<file path="src/design/clock_select_pkg.sv">
/*
 * Shared constants for the clock select, status and interrupt block:
 * register offsets, field positions, status bit positions, source codes.
 * Assumes a byte-addressed register port with 32-bit data words.
 */
package clock_select_pkg;

  // ****************************************************************
  // Bus geometry
  // ****************************************************************
  localparam int ADDR_W    = 8;
  localparam int DATA_W    = 32;
  localparam int NUM_PROG  = 3;
  localparam int NUM_DIV   = NUM_PROG + 1;
  localparam int NUM_WAKE  = 16;

  // ****************************************************************
  // Register offsets
  // ****************************************************************
  localparam logic [7:0] OFF_PLL_CONFIG           = 8'h2c;
  localparam logic [7:0] OFF_MASTER_CLOCK_CONFIG  = 8'h30;
  localparam logic [7:0] OFF_PROG_CLOCK_CONFIG0   = 8'h40;
  localparam logic [7:0] OFF_PROG_CLOCK_STEP      = 8'h04;
  localparam logic [7:0] OFF_IRQ_ENABLE           = 8'h60;
  localparam logic [7:0] OFF_IRQ_DISABLE          = 8'h64;
  localparam logic [7:0] OFF_CLOCK_STATUS         = 8'h68;
  localparam logic [7:0] OFF_IRQ_MASK_STATE       = 8'h6c;
  localparam logic [7:0] OFF_FAST_STARTUP_ENABLES = 8'h70;
  localparam logic [7:0] OFF_READY_EVENTS         = 8'h74;

  // ****************************************************************
  // Clock config fields
  // ****************************************************************
  localparam int SOURCE_SEL_LSB = 0;
  localparam int SOURCE_SEL_W   = 2;
  localparam int PRESCALE_LSB   = 2;
  localparam int PRESCALE_W     = 3;
  localparam int CFG_W          = SOURCE_SEL_W + PRESCALE_W;

  typedef enum logic [1:0] {
    SRC_SLOW     = 2'h0,
    SRC_MAIN     = 2'h1,
    SRC_PLL      = 2'h2,
    SRC_RESERVED = 2'h3
  } clock_source_t;

  localparam logic [2:0]       PRESCALE_RESERVED = 3'h7;
  localparam logic [CFG_W-1:0] CFG_RESET         = 5'h00;
  localparam logic [1:0]       SETTLE_EDGES      = 2'h2;

  // ****************************************************************
  // PLL settle count
  // ****************************************************************
  localparam int PLL_COUNT_LSB   = 8;
  localparam int PLL_COUNT_W     = 6;
  localparam int PLL_COUNT_SHIFT = 3;
  localparam int PLL_WAIT_W      = PLL_COUNT_W + PLL_COUNT_SHIFT;

  typedef enum logic [1:0] {PLL_IDLE, PLL_COUNTING, PLL_LOCKED} pll_state_t;

  // ****************************************************************
  // Status and interrupt bit positions
  // ****************************************************************
  localparam int BIT_MAIN_READY    = 0;
  localparam int BIT_PLL_LOCK      = 1;
  localparam int BIT_MASTER_READY  = 3;
  localparam int BIT_PROG_READY0   = 8;
  localparam int BIT_MAIN_SEL_DONE = 16;

  localparam logic [31:0] IRQ_SRC_MASK = 32'h0000_070b;
  localparam logic [31:0] STATUS_MASK  = 32'h0001_070b;
  localparam logic [31:0] FAST_MASK    = 32'h0000_ffff;

endpackage : clock_select_pkg

</file>
<file path="src/design/clock_divider.sv">
/*
 * One clock source selector with a power-of-two prescaler and a ready flag.
 * Assumes the three source levels are synchronous to the system clock and
 * slower than half of it, so each source edge is seen.
 */
`timescale 1ns/1ps
module clock_divider (
  input  wire logic                          clk_in,
  input  wire logic                          rst_n_in,
  input  wire logic [2:0]                    src_lvl_in,
  input  wire logic [clock_select_pkg::CFG_W-1:0] cfg_in,
  input  wire logic                          restart_in,
  output logic                               clk_out,
  output logic                               ready_out
);
  import clock_select_pkg::*;

  logic [1:0] sel;
  logic [2:0] prescale;
  logic       src_lvl;
  logic       reserved;
  logic       rise;
  logic       prev_r;
  logic [5:0] edge_cnt_r;
  logic [1:0] settle_r;

  assign sel      = cfg_in[SOURCE_SEL_LSB +: SOURCE_SEL_W];
  assign prescale = cfg_in[PRESCALE_LSB +: PRESCALE_W];

  // Source pick, reserved code gives no clock
  always_comb begin
    case (sel)
      SRC_SLOW: src_lvl = src_lvl_in[0];
      SRC_MAIN: src_lvl = src_lvl_in[1];
      SRC_PLL:  src_lvl = src_lvl_in[2];
      default:  src_lvl = 1'b0;
    endcase
  end

  assign reserved = (sel == SRC_RESERVED) || (prescale == PRESCALE_RESERVED);
  assign rise     = src_lvl & ~prev_r;

  always_ff @(posedge clk_in or negedge rst_n_in) begin
    if (!rst_n_in) begin
      prev_r <= 1'b0;
    end else begin
      prev_r <= src_lvl;
    end
  end

  // Divide by two to the power of the code
  always_ff @(posedge clk_in or negedge rst_n_in) begin
    if (!rst_n_in) begin
      edge_cnt_r <= 6'h00;
      clk_out    <= 1'b0;
    end else begin
      edge_cnt_r <= restart_in ? 6'h00 : (edge_cnt_r + {5'h00, rise});
      if (reserved) begin
        clk_out <= 1'b0;
      end else if (prescale == 3'h0) begin
        clk_out <= src_lvl;
      end else begin
        clk_out <= edge_cnt_r[3'(prescale - 3'h1)];
      end
    end
  end

  // Ready after a few edges of the new source
  always_ff @(posedge clk_in or negedge rst_n_in) begin
    if (!rst_n_in) begin
      settle_r  <= 2'h0;
      ready_out <= 1'b0;
    end else begin
      if (restart_in) begin
        settle_r <= 2'h0;
      end else if (rise && (settle_r != SETTLE_EDGES)) begin
        settle_r <= settle_r + 2'h1;
      end
      ready_out <= !restart_in && !reserved && (settle_r == SETTLE_EDGES);
    end
  end

endmodule : clock_divider

</file>
<file path="src/design/clock_select_status_irq.sv">
/*
 * Register side of the clock controller: master and programmable clock
 * selection, PLL lock timing, ready status, interrupt enables and the
 * fast start wake-up enables.
 * Assumes a register master that issues single-cycle strobes and takes
 * read data in the cycle after the read strobe.
 */
`timescale 1ns/1ps

// What this block does
// - The master source field picks slow clock, main clock or PLL clock; code 3 is unused.
// - The master prescaler divides the chosen source by two to the power of codes 0 to 6.
// - Every programmable clock has its own source field with the same encoding.
// - Every programmable clock has its own prescaler dividing by 1 to 64; code 7 is unused.
// - A one written to the enable register turns that interrupt source on; zeros do nothing.
// - A one written to the disable register turns that interrupt source off; zeros do nothing.
// - The mask register reads zero for an enabled source and one for a disabled source.
// - Status bit 0 shows whether the main clock is ready.
// - Status bit 1 shows whether the PLL is locked.
// - Status bit 3 shows whether the master clock is ready.
// - Status bits 8 to 10 show whether programmable clocks 0 to 2 are ready.
// - Status bit 16 is zero while main clock selection is in progress, and at reset.
// - Each of sixteen fast start enables lets its wake-up input raise a fast restart.
// - PLL lock is set only after the programmed count times eight slow clock cycles.
module clock_select_status_irq (
  input  wire logic                                CLK_SYS_IN,
  input  wire logic                                RESET_N_IN,
  input  wire logic [clock_select_pkg::ADDR_W-1:0] REG_ADDR_IN,
  input  wire logic [clock_select_pkg::DATA_W-1:0] REG_WDATA_IN,
  input  wire logic                                REG_WR_IN,
  input  wire logic                                REG_RD_IN,
  output logic      [clock_select_pkg::DATA_W-1:0] REG_RDATA_OUT,
  input  wire logic                                SLOW_CLK_IN,
  input  wire logic                                MAIN_CLK_IN,
  input  wire logic                                PLL_CLK_IN,
  input  wire logic                                MAIN_CLOCK_READY_IN,
  input  wire logic                                MAIN_SELECTION_DONE_IN,
  input  wire logic [clock_select_pkg::NUM_WAKE-1:0] WAKE_IN,
  output logic                                     MASTER_CLK_OUT,
  output logic      [clock_select_pkg::NUM_PROG-1:0] PROG_CLOCK_OUTPUT_OUT,
  output logic                                     FAST_RESTART_OUT,
  output logic                                     IRQ_OUT
);
  import clock_select_pkg::*;

  // ****************************************************************
  // Decode helpers
  // ****************************************************************
  function automatic logic [7:0] cfg_offset(input int idx);
    if (idx == 0) begin
      cfg_offset = OFF_MASTER_CLOCK_CONFIG;
    end else begin
      cfg_offset = OFF_PROG_CLOCK_CONFIG0 + 8'(OFF_PROG_CLOCK_STEP * (idx - 1));
    end
  endfunction : cfg_offset

  function automatic logic wr_hit(input logic wr, input logic [7:0] addr,
                                  input logic [7:0] off);
    wr_hit = wr && (addr == off);
  endfunction : wr_hit

  // ****************************************************************
  // Declarations
  // ****************************************************************
  logic [CFG_W-1:0]       clk_cfg_r [0:NUM_DIV-1];
  logic [NUM_DIV-1:0]     cfg_wr;
  logic [NUM_DIV-1:0]     div_clk;
  logic [NUM_DIV-1:0]     div_ready;
  logic [2:0]             src_lvl;
  logic [PLL_COUNT_W-1:0] pll_count_r;
  logic [PLL_WAIT_W-1:0]  pll_wait_r;
  pll_state_t             pll_state_r;
  logic                   pll_lock;
  logic                   pll_wr;
  logic                   slow_prev_r;
  logic                   slow_rise;
  logic                   main_sel_r;
  logic [31:0]            irq_en_r;
  logic [31:0]            status;
  logic [31:0]            status_prev_r;
  logic [31:0]            events_r;
  logic [31:0]            fast_en_r;
  logic [31:0]            rdata_nxt;

  assign src_lvl   = {PLL_CLK_IN, MAIN_CLK_IN, SLOW_CLK_IN};
  assign pll_wr    = wr_hit(REG_WR_IN, REG_ADDR_IN, OFF_PLL_CONFIG);
  assign slow_rise = SLOW_CLK_IN & ~slow_prev_r;
  assign pll_lock  = (pll_state_r == PLL_LOCKED);

  // ****************************************************************
  // Clock configs and dividers
  // ****************************************************************
  genvar g;
  generate
    for (g = 0; g < NUM_DIV; g++) begin : gen_div
      assign cfg_wr[g] = wr_hit(REG_WR_IN, REG_ADDR_IN, cfg_offset(g));

      always_ff @(posedge CLK_SYS_IN or negedge RESET_N_IN) begin
        if (!RESET_N_IN) begin
          clk_cfg_r[g] <= CFG_RESET;
        end else if (cfg_wr[g]) begin
          clk_cfg_r[g] <= REG_WDATA_IN[CFG_W-1:0];
        end
      end

      clock_divider u_div (
        .clk_in     (CLK_SYS_IN),
        .rst_n_in   (RESET_N_IN),
        .src_lvl_in (src_lvl),
        .cfg_in     (clk_cfg_r[g]),
        .restart_in (cfg_wr[g]),
        .clk_out    (div_clk[g]),
        .ready_out  (div_ready[g])
      );
    end
  endgenerate

  assign MASTER_CLK_OUT        = div_clk[0];
  assign PROG_CLOCK_OUTPUT_OUT = div_clk[NUM_DIV-1:1];

  // ****************************************************************
  // PLL lock timer
  // ****************************************************************
  always_ff @(posedge CLK_SYS_IN or negedge RESET_N_IN) begin
    if (!RESET_N_IN) begin
      slow_prev_r <= 1'b0;
    end else begin
      slow_prev_r <= SLOW_CLK_IN;
    end
  end

  always_ff @(posedge CLK_SYS_IN or negedge RESET_N_IN) begin
    if (!RESET_N_IN) begin
      pll_count_r <= '0;
      pll_wait_r  <= '0;
      pll_state_r <= PLL_IDLE;
    end else if (pll_wr) begin
      pll_count_r <= REG_WDATA_IN[PLL_COUNT_LSB +: PLL_COUNT_W];
      pll_wait_r  <= {REG_WDATA_IN[PLL_COUNT_LSB +: PLL_COUNT_W], 3'h0};
      pll_state_r <= PLL_COUNTING;
    end else begin
      case (pll_state_r)
        PLL_COUNTING: begin
          if (pll_wait_r == '0) begin
            pll_state_r <= PLL_LOCKED;
          end else if (slow_rise) begin
            pll_wait_r <= pll_wait_r - 9'h001;
          end
        end
        PLL_IDLE:   pll_state_r <= PLL_IDLE;
        PLL_LOCKED: pll_state_r <= PLL_LOCKED;
        default:    pll_state_r <= PLL_IDLE;
      endcase
    end
  end

  // ****************************************************************
  // Status
  // ****************************************************************
  always_ff @(posedge CLK_SYS_IN or negedge RESET_N_IN) begin
    if (!RESET_N_IN) begin
      main_sel_r <= 1'b0;
    end else begin
      main_sel_r <= MAIN_SELECTION_DONE_IN;
    end
  end

  always_comb begin
    status                    = 32'h0000_0000;
    status[BIT_MAIN_READY]    = MAIN_CLOCK_READY_IN;
    status[BIT_PLL_LOCK]      = pll_lock;
    status[BIT_MASTER_READY]  = div_ready[0];
    status[BIT_PROG_READY0 +: NUM_PROG] = div_ready[NUM_DIV-1:1];
    status[BIT_MAIN_SEL_DONE] = main_sel_r;
  end

  // Sticky ready events, set wins over a clearing write
  always_ff @(posedge CLK_SYS_IN or negedge RESET_N_IN) begin
    if (!RESET_N_IN) begin
      status_prev_r <= 32'h0000_0000;
      events_r      <= 32'h0000_0000;
    end else begin
      status_prev_r <= status;
      if (wr_hit(REG_WR_IN, REG_ADDR_IN, OFF_READY_EVENTS)) begin
        events_r <= ((events_r & ~REG_WDATA_IN) | (status & ~status_prev_r)) & IRQ_SRC_MASK;
      end else begin
        events_r <= (events_r | (status & ~status_prev_r)) & IRQ_SRC_MASK;
      end
    end
  end

  // ****************************************************************
  // Interrupt enables and output
  // ****************************************************************
  always_ff @(posedge CLK_SYS_IN or negedge RESET_N_IN) begin
    if (!RESET_N_IN) begin
      irq_en_r <= 32'h0000_0000;
    end else if (wr_hit(REG_WR_IN, REG_ADDR_IN, OFF_IRQ_ENABLE)) begin
      irq_en_r <= irq_en_r | (REG_WDATA_IN & IRQ_SRC_MASK);
    end else if (wr_hit(REG_WR_IN, REG_ADDR_IN, OFF_IRQ_DISABLE)) begin
      irq_en_r <= irq_en_r & ~REG_WDATA_IN;
    end
  end

  always_ff @(posedge CLK_SYS_IN or negedge RESET_N_IN) begin
    if (!RESET_N_IN) begin
      IRQ_OUT <= 1'b0;
    end else begin
      IRQ_OUT <= |(status & irq_en_r & IRQ_SRC_MASK);
    end
  end

  // ****************************************************************
  // Fast start
  // ****************************************************************
  always_ff @(posedge CLK_SYS_IN or negedge RESET_N_IN) begin
    if (!RESET_N_IN) begin
      fast_en_r        <= 32'h0000_0000;
      FAST_RESTART_OUT <= 1'b0;
    end else begin
      if (wr_hit(REG_WR_IN, REG_ADDR_IN, OFF_FAST_STARTUP_ENABLES)) begin
        fast_en_r <= REG_WDATA_IN & FAST_MASK;
      end
      FAST_RESTART_OUT <= |(WAKE_IN & fast_en_r[NUM_WAKE-1:0]);
    end
  end

  // ****************************************************************
  // Read path
  // ****************************************************************
  always_comb begin
    rdata_nxt = 32'h0000_0000;
    case (REG_ADDR_IN)
      OFF_PLL_CONFIG:           rdata_nxt[PLL_COUNT_LSB +: PLL_COUNT_W] = pll_count_r;
      OFF_CLOCK_STATUS:         rdata_nxt = status;
      OFF_IRQ_MASK_STATE:       rdata_nxt = ~irq_en_r & IRQ_SRC_MASK;
      OFF_FAST_STARTUP_ENABLES: rdata_nxt = fast_en_r;
      OFF_READY_EVENTS:         rdata_nxt = events_r;
      default:                  rdata_nxt = 32'h0000_0000;
    endcase
    for (int i = 0; i < NUM_DIV; i++) begin
      if (REG_ADDR_IN == cfg_offset(i)) begin
        rdata_nxt = {27'h0000000, clk_cfg_r[i]};
      end
    end
  end

  always_ff @(posedge CLK_SYS_IN or negedge RESET_N_IN) begin
    if (!RESET_N_IN) begin
      REG_RDATA_OUT <= 32'h0000_0000;
    end else begin
      REG_RDATA_OUT <= REG_RD_IN ? rdata_nxt : 32'h0000_0000;
    end
  end
endmodule : clock_select_status_irq

</file>
<file path="config.mk">
export PLATFORM = sky130hd
export DESIGN_NAME = clock_select_status_irq
export DESIGN_NICKNAME = d
export VERILOG_FILES = /design/src/design/clock_select_pkg.sv /design/src/design/clock_divider.sv /design/src/design/clock_select_status_irq.sv
export SDC_FILE = /design/constraint.sdc
export NUM_CORES = 1
export LEC_CHECK = 0
export BUFFER_PORTS_ARGS = -buffer_cell sky130_fd_sc_hd__buf_2
export CAP_MARGIN = 15
export CORE_ASPECT_RATIO = 0.7
export CORE_MARGIN = 5
export CORE_UTILIZATION = 35
export DETAILED_ROUTE_END_ITERATION = 10
export PLACE_DENSITY = 0.55
export REMOVE_ABC_BUFFERS = 1
export SETUP_SLACK_MARGIN = 0.2
export SLEW_MARGIN = 20
export SYNTH_ARGS = -nofsm -noshare
export SYNTH_HDL_FRONTEND = slang
export SYNTH_SLANG_ARGS = --single-unit
</file>
<file path="constraint.sdc">
create_clock -name CLK_SYS_IN -period 2.95 [get_ports CLK_SYS_IN]
set_input_delay 0.59 -clock CLK_SYS_IN [delete_from_list [all_inputs] [get_ports CLK_SYS_IN]]
set_output_delay 0.59 -clock CLK_SYS_IN [all_outputs]
set_load 0.02 [all_outputs]
</file>
# After elaboration in Yosys (flattened, before gate mapping)
# Index checks and enable logic that the tools add are counted.
# Widths: inputs -> output; s select.
# word_totals
regBits,182
out_inout_bits,38
# classes
n_eq_ne,39
bitwise_logic,21
muxes,50
add_sub_neg,13
magnitude_cmp,4
n_reduce_logical,52
# op_table
op,count
$mux 32,7
$eq 8x7->1 const B,9
$mux 9,4
$and 11x11->11,3
$and 32x32->32,1
$not 32->32,1
$or 32x11->32,1
$pmux 8 s4,1
$pmux 6 s5,1
$eq 2x2->1 const B,13
$add 6x1->6,4
$mux 6,4
$not 11->11,2
$or 11x11->11,2
$logic_and 1x1->1,21
$mux 2,10
$and 16x16->16,1
$eq 8x6->1 const B,2
$lt 3x4->1 const B,4
$reduce_or 16->1,1
$reduce_bool 2->1,7
$bmux 1 s3,4
$eq 3x3->1 const B,4
$logic_not 3->1,4
other kinds (19),68

# Logic depth before layout (Yosys ltp)
# Gate-level depths: netlist of the first run.
# depth
ltp_word,7
depth_mapped,8

# By module
# A second synthesis of the first run with hierarchy kept.
# hier_totals
hier_cells,662
area_unflattened_um2,7186.9
# by_module_without_submodules
module,area_per_inst_um2,instances,cells_per_inst
clock_select_status_irq,4685.7,1,430
clock_divider (gen_div[1].u_div ...),623.1,3,58
clock_divider (gen_div[0].u_div),631.9,1,58

# Worst setup path before layout of the first run
# OpenSTA, ideal clock, no wires.
# synth_timing
path_type,input to register
from,input port REG_ADDR_IN[7] in the netlist's numbering
to,register pll_wait_r[4]
required_time_ns,2.825
setup_time_ns,0.125
path_buffers,3
cell_stages,6
slack_ns,0.769
t_arrival_ns,2.056
path_cell_list,buf_6 or4b_1 buf_2 or3_1 buf_6 mux2_4
# synth_via
elab_chain_cells,4
elab_cells_between_ends,7
# synth_lines
element,line,rtl
from (decl),clock_select_status_irq.sv:28,"input wire logic [clock_select_pkg::ADDR_W-1:0] REG_ADDR_IN,"
$eq 8x6->1 (*),clock_select_status_irq.sv:59,wr_hit = wr && (addr == off);
$logic_and 1x1->1 (*),clock_select_status_irq.sv:59,
$ne 2x2->1 (no line) / $reduce_bool 2->1 (equally long branches),-,
$reduce_and 3->1 (no line),-,
to (signal assigned),clock_select_status_irq.sv:139,"pll_wait_r <= {REG_WDATA_IN[PLL_COUNT_LSB +: PLL_COUNT_W], 3'h0};"
to (signal assigned),clock_select_status_irq.sv:147,pll_wait_r <= pll_wait_r - 9'h001;
to (decl),clock_select_status_irq.sv:71,logic [PLL_WAIT_W-1:0] pll_wait_r;
# Every way passes the cells marked *; elsewhere a longest branch is shown, timed or not.
# A chain may end at the register's enable or synchronous reset.

# Worst setup path after layout of the first run
# layout_timing
from,register pll_wait_r[0]
to,register pll_wait_r[1]
# layout_via
elab_chain_cells,5
elab_cells_between_ends,8
# layout_lines
element,line,rtl
$sub 9x1->9,clock_select_status_irq.sv:147,
$mux 9,clock_select_status_irq.sv:146,end else if (slow_rise) begin
$mux 9,clock_select_status_irq.sv:144,if (pll_wait_r == '0) begin
$mux 9,clock_select_status_irq.sv:142,case (pll_state_r)
$mux 9,clock_select_status_irq.sv:137,end else if (pll_wr) begin
# Several ways; a longest one is shown, not always the timed one. The select of a mux whose other input is x is not followed.

==> results of run 1 <==
## worst max-delay path, cell delays in order, from the launching register on
cell and delay (ns):
dfrtp_1 0.38, inv_1 0.10, ha_1 0.21, or4b_1 0.59, o31ai_2 0.41, mux2_2 0.38
nor2_1 0.08
## power breakdown
part	leakage, nW	internal [W]	switching, W	total [W]
logic	1.87	0.000409	0.000483	0.000892
clock network	0.322	0.00163	0.000807	0.00244
registers	1.72	0.00216	0.000236	0.00240
## cell families after synthesis
| family | synth area share |
|---|---|
| AND/OR/NAND/NOR | 0.160 |
| AO/OA/AOI/OAI | 0.117 |
| multiplexers | 0.104 |
| adder cells (fa/ha/maj) | 0.0481 |
| XOR/XNOR | 0.0262 |
| flip-flops | 0.484 |
| other | 0.000534 |
| buffers and inverters | 0.0589 |
## cells in the final DEF (no fill, tap or decap), types with 4 or more instances in the layout
cell	synthesis	routed
mux2i_1	17	17
o21ai_0	18	18
a21oi_1	15	15
dfrtp_1	136	136
or3_1	4	4
o21a_1	6	6
and2_1	13	13
xnor2_1	9	9
xor2_1	12	12
conb_1	1	15
nor2_1	48	48
nand2_1	61	61
and3_1	4	4
inv_1	43	43
clkbuf_16	0	17
nand4_1	4	4
and4_1	6	6
bufinv_16	0	6
o211ai_1	5	5
o221ai_1	4	4
mux2_4	6	6
a311oi_1	4	4
o31ai_1	10	10
o32ai_1	5	5
a22oi_1	7	7
mux2_2	34	34
or4_1	10	10
mux4_2	4	4
o2bb2ai_1	7	7
a22o_1	5	5
nor3b_1	4	4
nand3b_1	8	8
ha_1	27	27
buf_2	7	70
nand3_1	14	14
buf_4	19	10
a221oi_1	8	8
## state kept, by name, indices dropped and copies added, names as in the netlist, 6 cells and up, named ones only
name                      count
clk_cfg_r                    20
events_r                      6
status_prev_r                 6
pll_wait_r                    9
gen_div.u_div.edge_cnt_r     24
fast_en_r                    16
REG_RDATA_OUT                17
gen_div.u_div.settle_r        8
pll_count_r                   6
## cell usage after synthesis (all sizes together) (3+ instances only)
library cell	number
a21oi	15
a221oi	8
a22o	5
a22oi	7
a311oi	4
a32o	3
and2	13
and3	4
and4	6
buf	31
clkbuf	9
dfrtp	136
ha	27
inv	43
mux2	40
mux2i	17
mux4	4
nand2	61
nand2b	3
nand3	15
nand3b	8
nand4	4
nor2	48
nor3	4
nor3b	5
o211ai	5
o21a	6
o21ai	18
o221ai	4
o2bb2ai	7
o31ai	11
o32ai	5
or3	4
or4	10
or4b	4
xnor2	9
xor2	12
## area by class of cell
cell class | count | area [sq um] | share of cell area
flip-flops and latches | 136 | 3400 | 0.410
multi-input cells | 441 | 3260 | 0.393
clock buffers | 20 | 457 | 0.0550
repair buffers | 82 | 457 | 0.0550
well taps | 270 | 338 | 0.0407
clock inverters | 12 | 221 | 0.0267
inverters | 43 | 161 | 0.0195
## through the flow
step | hold slack [ns] | setup slack, ns
after floorplan | 0.294 | 0.783
after global placement | 0.368 | 0.427
after detailed placement | 0.368 | 0.389
after CTS | 0.106 | 0.746
after global routing | 0.127 | 0.639
final | 0.0997 | 0.734
## path summary, 6_finish.rpt
path	from	end	slack, ns	cells after the start
min in group CLK_SYS_IN	MAIN_SELECTION_DONE_IN	main_sel_r$_DFF_PN0_	0.29	1
hold reg to reg	gen_div[3].u_div.ready_out$_DFF_PN0_	status_prev_r[10]$_DFF_PN0_	0.38	0
max in group asynchronous	RESET_N_IN	gen_div[0].u_div.edge_cnt_r[0]$_DFF_PN0_	2.14	2
setup reg to reg	pll_wait_r[0]$_DFFE_PN0P_	pll_wait_r[1]$_DFFE_PN0P_	0.73	6
hold / removal	RESET_N_IN	gen_div[3].u_div.clk_out$_DFF_PN0_	0.1	1
setup / recovery	pll_wait_r[0]$_DFFE_PN0P_	pll_wait_r[1]$_DFFE_PN0P_	0.73	6
## metal layers
layer	up-vias	track usage
li1	2447	-
met1	2574	0.240
met2	150	0.235
met3	13	0.0379
met4	0	0.0439
met5	-	0
==> summary.txt, run 1 <==
Post-route ant nets: 0
CP max FO: 7
CTS clock-pin slew for the worst setup and hold paths: 0.06 ns
Initial Utilization: 0.355
Number of flops mapped to enable cells by yosys: 0
Initial antenna violation count: 0
CTS Buffer Depth: 2
Die width: 179 microns
Post-synth ARST share: 1.00
Hold Buf Count CTS: 0
TNS Setup: 0 ns
Routed len/inst: 18.0 microns
Die Area: 23100 sq um
Layout cells sized above 1: 0.234
Unrepaired setup endpoints after global routing: false
Synth warn: 0
Core area: 19800 sq um
Cell count after synthesis: 646
Htree depth: 4
Hold Fails Final Rpt: 0
Clk_lat worst skew: 0.41 ns
Final core utilization: 0.419
Count of distinct cell types in the synthesized netlist: 70
Residual DRC: 0
LEAKAGE: 3.91 nW
Final wirelength: 18100 microns
Crit path time final: 2.22 ns
Vias: 5184
CTS tree: yes
Count of pins over their slew limit: 0
RD Place Congestion: 0.883
Post-Layout Inst Area: 8300 sq um
Top Layer Used: met4
GRT Overall Usage: 0.161
Pin count of the biggest net entering global routing: 48
Num rows: 43
Setup Skew: 0.0115 ns
Seq/Total Area, Yosys: 0.484
Via-per-instance ratio: 5.16
Total CTS buffers: 17
Syn_area_per_cell: 10.9 sq um
Vias in the first global route: 5224
Met2 wire length: 7930 microns
1st-iter DRT viols: 363
Synth top area share: 0.484
Mapped Area: 7030 sq um
CTS Sinks: 136
Critical Path End Type: register
Post-CTS Resized: 0
FILL cells: 1905
Setup violators final: 0
Final Non-Filler Cells: 1004
Placed insts: 972
Kind of critical path: reg2reg
Post-DP HPWL: 13400 microns
Clock root buffer: clkbuf_16
Count of input and output buffers: 71
Maximum vdd drop: 0.357 mV
CP required: 3.29 ns
Die height: 129 microns
DR pass1 iterations: 5
CP Launch Type: register
Worst Path Arrival: 2.56 ns
Worst slew margin: 0.616
Met1 Wirelength: 9060 microns
Hold Path Class: in2async
Max_cap viols: 0
# IOs: 103
Placed Area: 7620 sq um
Grt ovf: 0
Final period util: 0.751
Met3 WL post-DR: 923 microns
Synthesis-to-finish area growth: 18.1%
Global-route wire length before repair: 28600 microns
Ant. Diodes: 0
Design Power: 0.00573 W
Fin nets: 813
Power density cells: 690 nW/um^2
Main synth FF type: dfrtp_1
Yosys reg bits: 136
Max Clk Rate: 451 MHz
Cell taking the most area after synthesis: dfrtp_1
Status: complete, no violations
Slew @ Worst Pin: 0.573 ns
Buffer count from post-CTS setup fixing: 0
Synth area leaders: dfrtp_1 (48%), mux2_2 (5.4%), ha_1 (4.8%)
(Power assumes the default switching activity.)
==> run 2, diff against run 1 <==
PLACE_DENSITY = 0.57   (was 0.55)
clock period = 1.8 ns   (was 2.95 ns; I/O delays follow)
==> run 2 against run 1 <==
The run now ends with setup timing left. First-iteration DRC count shrank 15%. Cell count grew 8.8%. Via count rose by 8.5%. Final area is 13% higher. Global-route usage rose by 1.2 points. Critical endpoint is now pll_wait_r[4]$_DFFE_PN0P_. Largest power group is now sequential cells.
==> summary.txt, run 2 (synthesis results as in run 1) <==
RD Place Congestion: 0.923
Die Area: 23100 sq um
Reg area: 3400 sq um
Maximum vdd drop: 0.630 mV
Total CTS buffers: 17
Setup Skew: 0.00892 ns
Crit path time final: 1.84 ns
Critical Path End Type: register
Clk_lat worst skew: 0.42 ns
CTS clock-pin slew for the worst setup and hold paths: 0.06 ns
DR pass1 iterations: 5
Num rows: 43
Synthesis-to-finish area growth: 33.0%
Clock root buffer: clkbuf_16
Kind of critical path: reg2reg
Most frequent cells in the layout: dfrtp_1 (136), buf_4 (88), buf_2 (70)
Top reg by flops: gen_div.u_div.edge_cnt_r
Count of input and output buffers: 71
Pin count of the biggest net entering global routing: 48
P_sw: 0.00275 W
TNS Setup: -0.0992 ns
Final wirelength: 19400 microns
Layout cells sized above 1: 0.401
Post-DP HPWL: 14500 microns
Power density cells: 998 nW/um^2
Die height: 129 microns
Die width: 179 microns
Min Hold Slack: 0.0544 ns
Hold Fails Final Rpt: 0
Worst Path Arrival: 2.14 ns
# IOs: 103
Power share of the combinational group: 0.204
Area of the multi-input gates: 3660 sq um
1st-iter DRT viols: 309
Vias: 5625
Final period util: 1.02
Largest registers: gen_div.u_div.edge_cnt_r x24, clk_cfg_r x20, REG_RDATA_OUT x17
Via-per-instance ratio: 5.15
Count of pins over their slew limit: 0
Ant. Diodes: 0
CTS Buffer Depth: 2
R2R setup slack: -0.04 ns
Clk pwr share: 0.366
Max_cap viols: 0
GRT Overall Usage: 0.173
Initial antenna violation count: 0
Slew @ Worst Pin: 0.570 ns
Internal: 0.00658 W
CTS tree: yes
CP max FO: 4
Post-route ant nets: 0
Global-route wire length before repair: 30900 microns
Worst Setup SP: pll_wait_r[0]$_DFFE_PN0P_
Failing checks: setup timing
Routed len/inst: 17.8 microns
Crit path to: pll_wait_r[4]$_DFFE_PN0P_
Status: finished, violations left
Most common cell after layout, fill and taps aside: dfrtp_1
Residual DRC: 0
CTS Sinks: 136
Reg power frac: 0.430
Setup ws final: -0.0445 ns
Initial Utilization: 0.355
Fin nets: 902
Max reg flops: 24
Worst r2r dst: pll_wait_r[4]$_DFFE_PN0P_
CP Launch Type: register
Worst slew margin: 0.620
Vias in the first global route: 5786
FF-to-FF Start: pll_wait_r[0]$_DFFE_PN0P_
Hold Path Class: in2reg
FILL cells: 1829
CP required: 2.10 ns
Setup violators final: 5
Core area: 19800 sq um
R2R cell count: 7
Htree depth: 4
Max Clk Rate: 542 MHz
Sw Ratio: 0.295
LEAKAGE: 4.38 nW
Unrepaired setup endpoints after global routing: true
Grt ovf: 0
## run 2: how the worst min path moves through the flow
stage	start	endpoint	slack, ns	depth (start not counted)
floorplan	RESET_N_IN	FAST_RESTART_OUT$_DFF_PN0_	0.06	0
global placement	RESET_N_IN	gen_div[3].u_div.clk_out$_DFF_PN0_	0.33	1
detailed placement	RESET_N_IN	gen_div[1].u_div.edge_cnt_r[1]$_DFF_PN0_	0.33	1
CTS	MAIN_SELECTION_DONE_IN	main_sel_r$_DFF_PN0_	0.04	1
global route	MAIN_SELECTION_DONE_IN	main_sel_r$_DFF_PN0_	0.05	1
finish	MAIN_SELECTION_DONE_IN	main_sel_r$_DFF_PN0_	0.05	1
## run 2: power by group through the flow
stage          Combinational (W)  Clock (W)  Sequential, W
4_1_cts                  0.00171    0.00349        0.00396
2_1_floorplan           0.000967          0        0.00390
5_1_grt                  0.00213    0.00364        0.00407
6_report                 0.00190    0.00342        0.00401
3_5_place_dp             0.00159          0        0.00396
3_3_place_gp             0.00149          0        0.00392
## run 2: stage by stage
stage	power (W)	instance area [sq um]	setup slack (ns)	cells	util
floorplan	0.00486	6830	-0.207	620	-
global placement	0.00542	8170	-0.220	1038	0.412
detailed placement	0.00556	8170	-0.261	1038	0.412
CTS	0.00915	9030	-0.0299	1080	0.456
global route	0.00985	9350	-0.112	1092	0.472
finish	0.00933	9350	-0.0445	1092	0.472
## run 2: cell type report
class,instances,share of cell area
well taps,270,0.0361
repair buffers,171,0.128
clock inverters,12,0.0137
flip-flops and latches,136,0.364
clock buffers,19,0.0485
inverters,43,0.0173
multi-input cells,441,0.392
## run 2: critical path, stage by stage, from the launching register on
cell       delay, ns
dfrtp_1         0.39
inv_2           0.08
ha_4            0.13
or4b_4          0.50
buf_6           0.15
o2111ai_2       0.15
nand2b_1        0.07
mux2_4          0.25
## run 2: layer usage
layer,track usage,part of all wire,up-vias
met5,0,0,-
met3,0.0367,0.052,33
met1,0.250,0.48,2824
met4,0.0542,0.017,0
met2,0.261,0.45,144
li1,-,-,2624
## run 2: repair_timing
item,4_1_cts,5_1_grt
pin swaps,25,34
buffers inserted,10,12
endpoints found under the setup margin,24,52
hold buffers,1,0
resized for setup,47,57
endpoints found under the hold margin,43,0
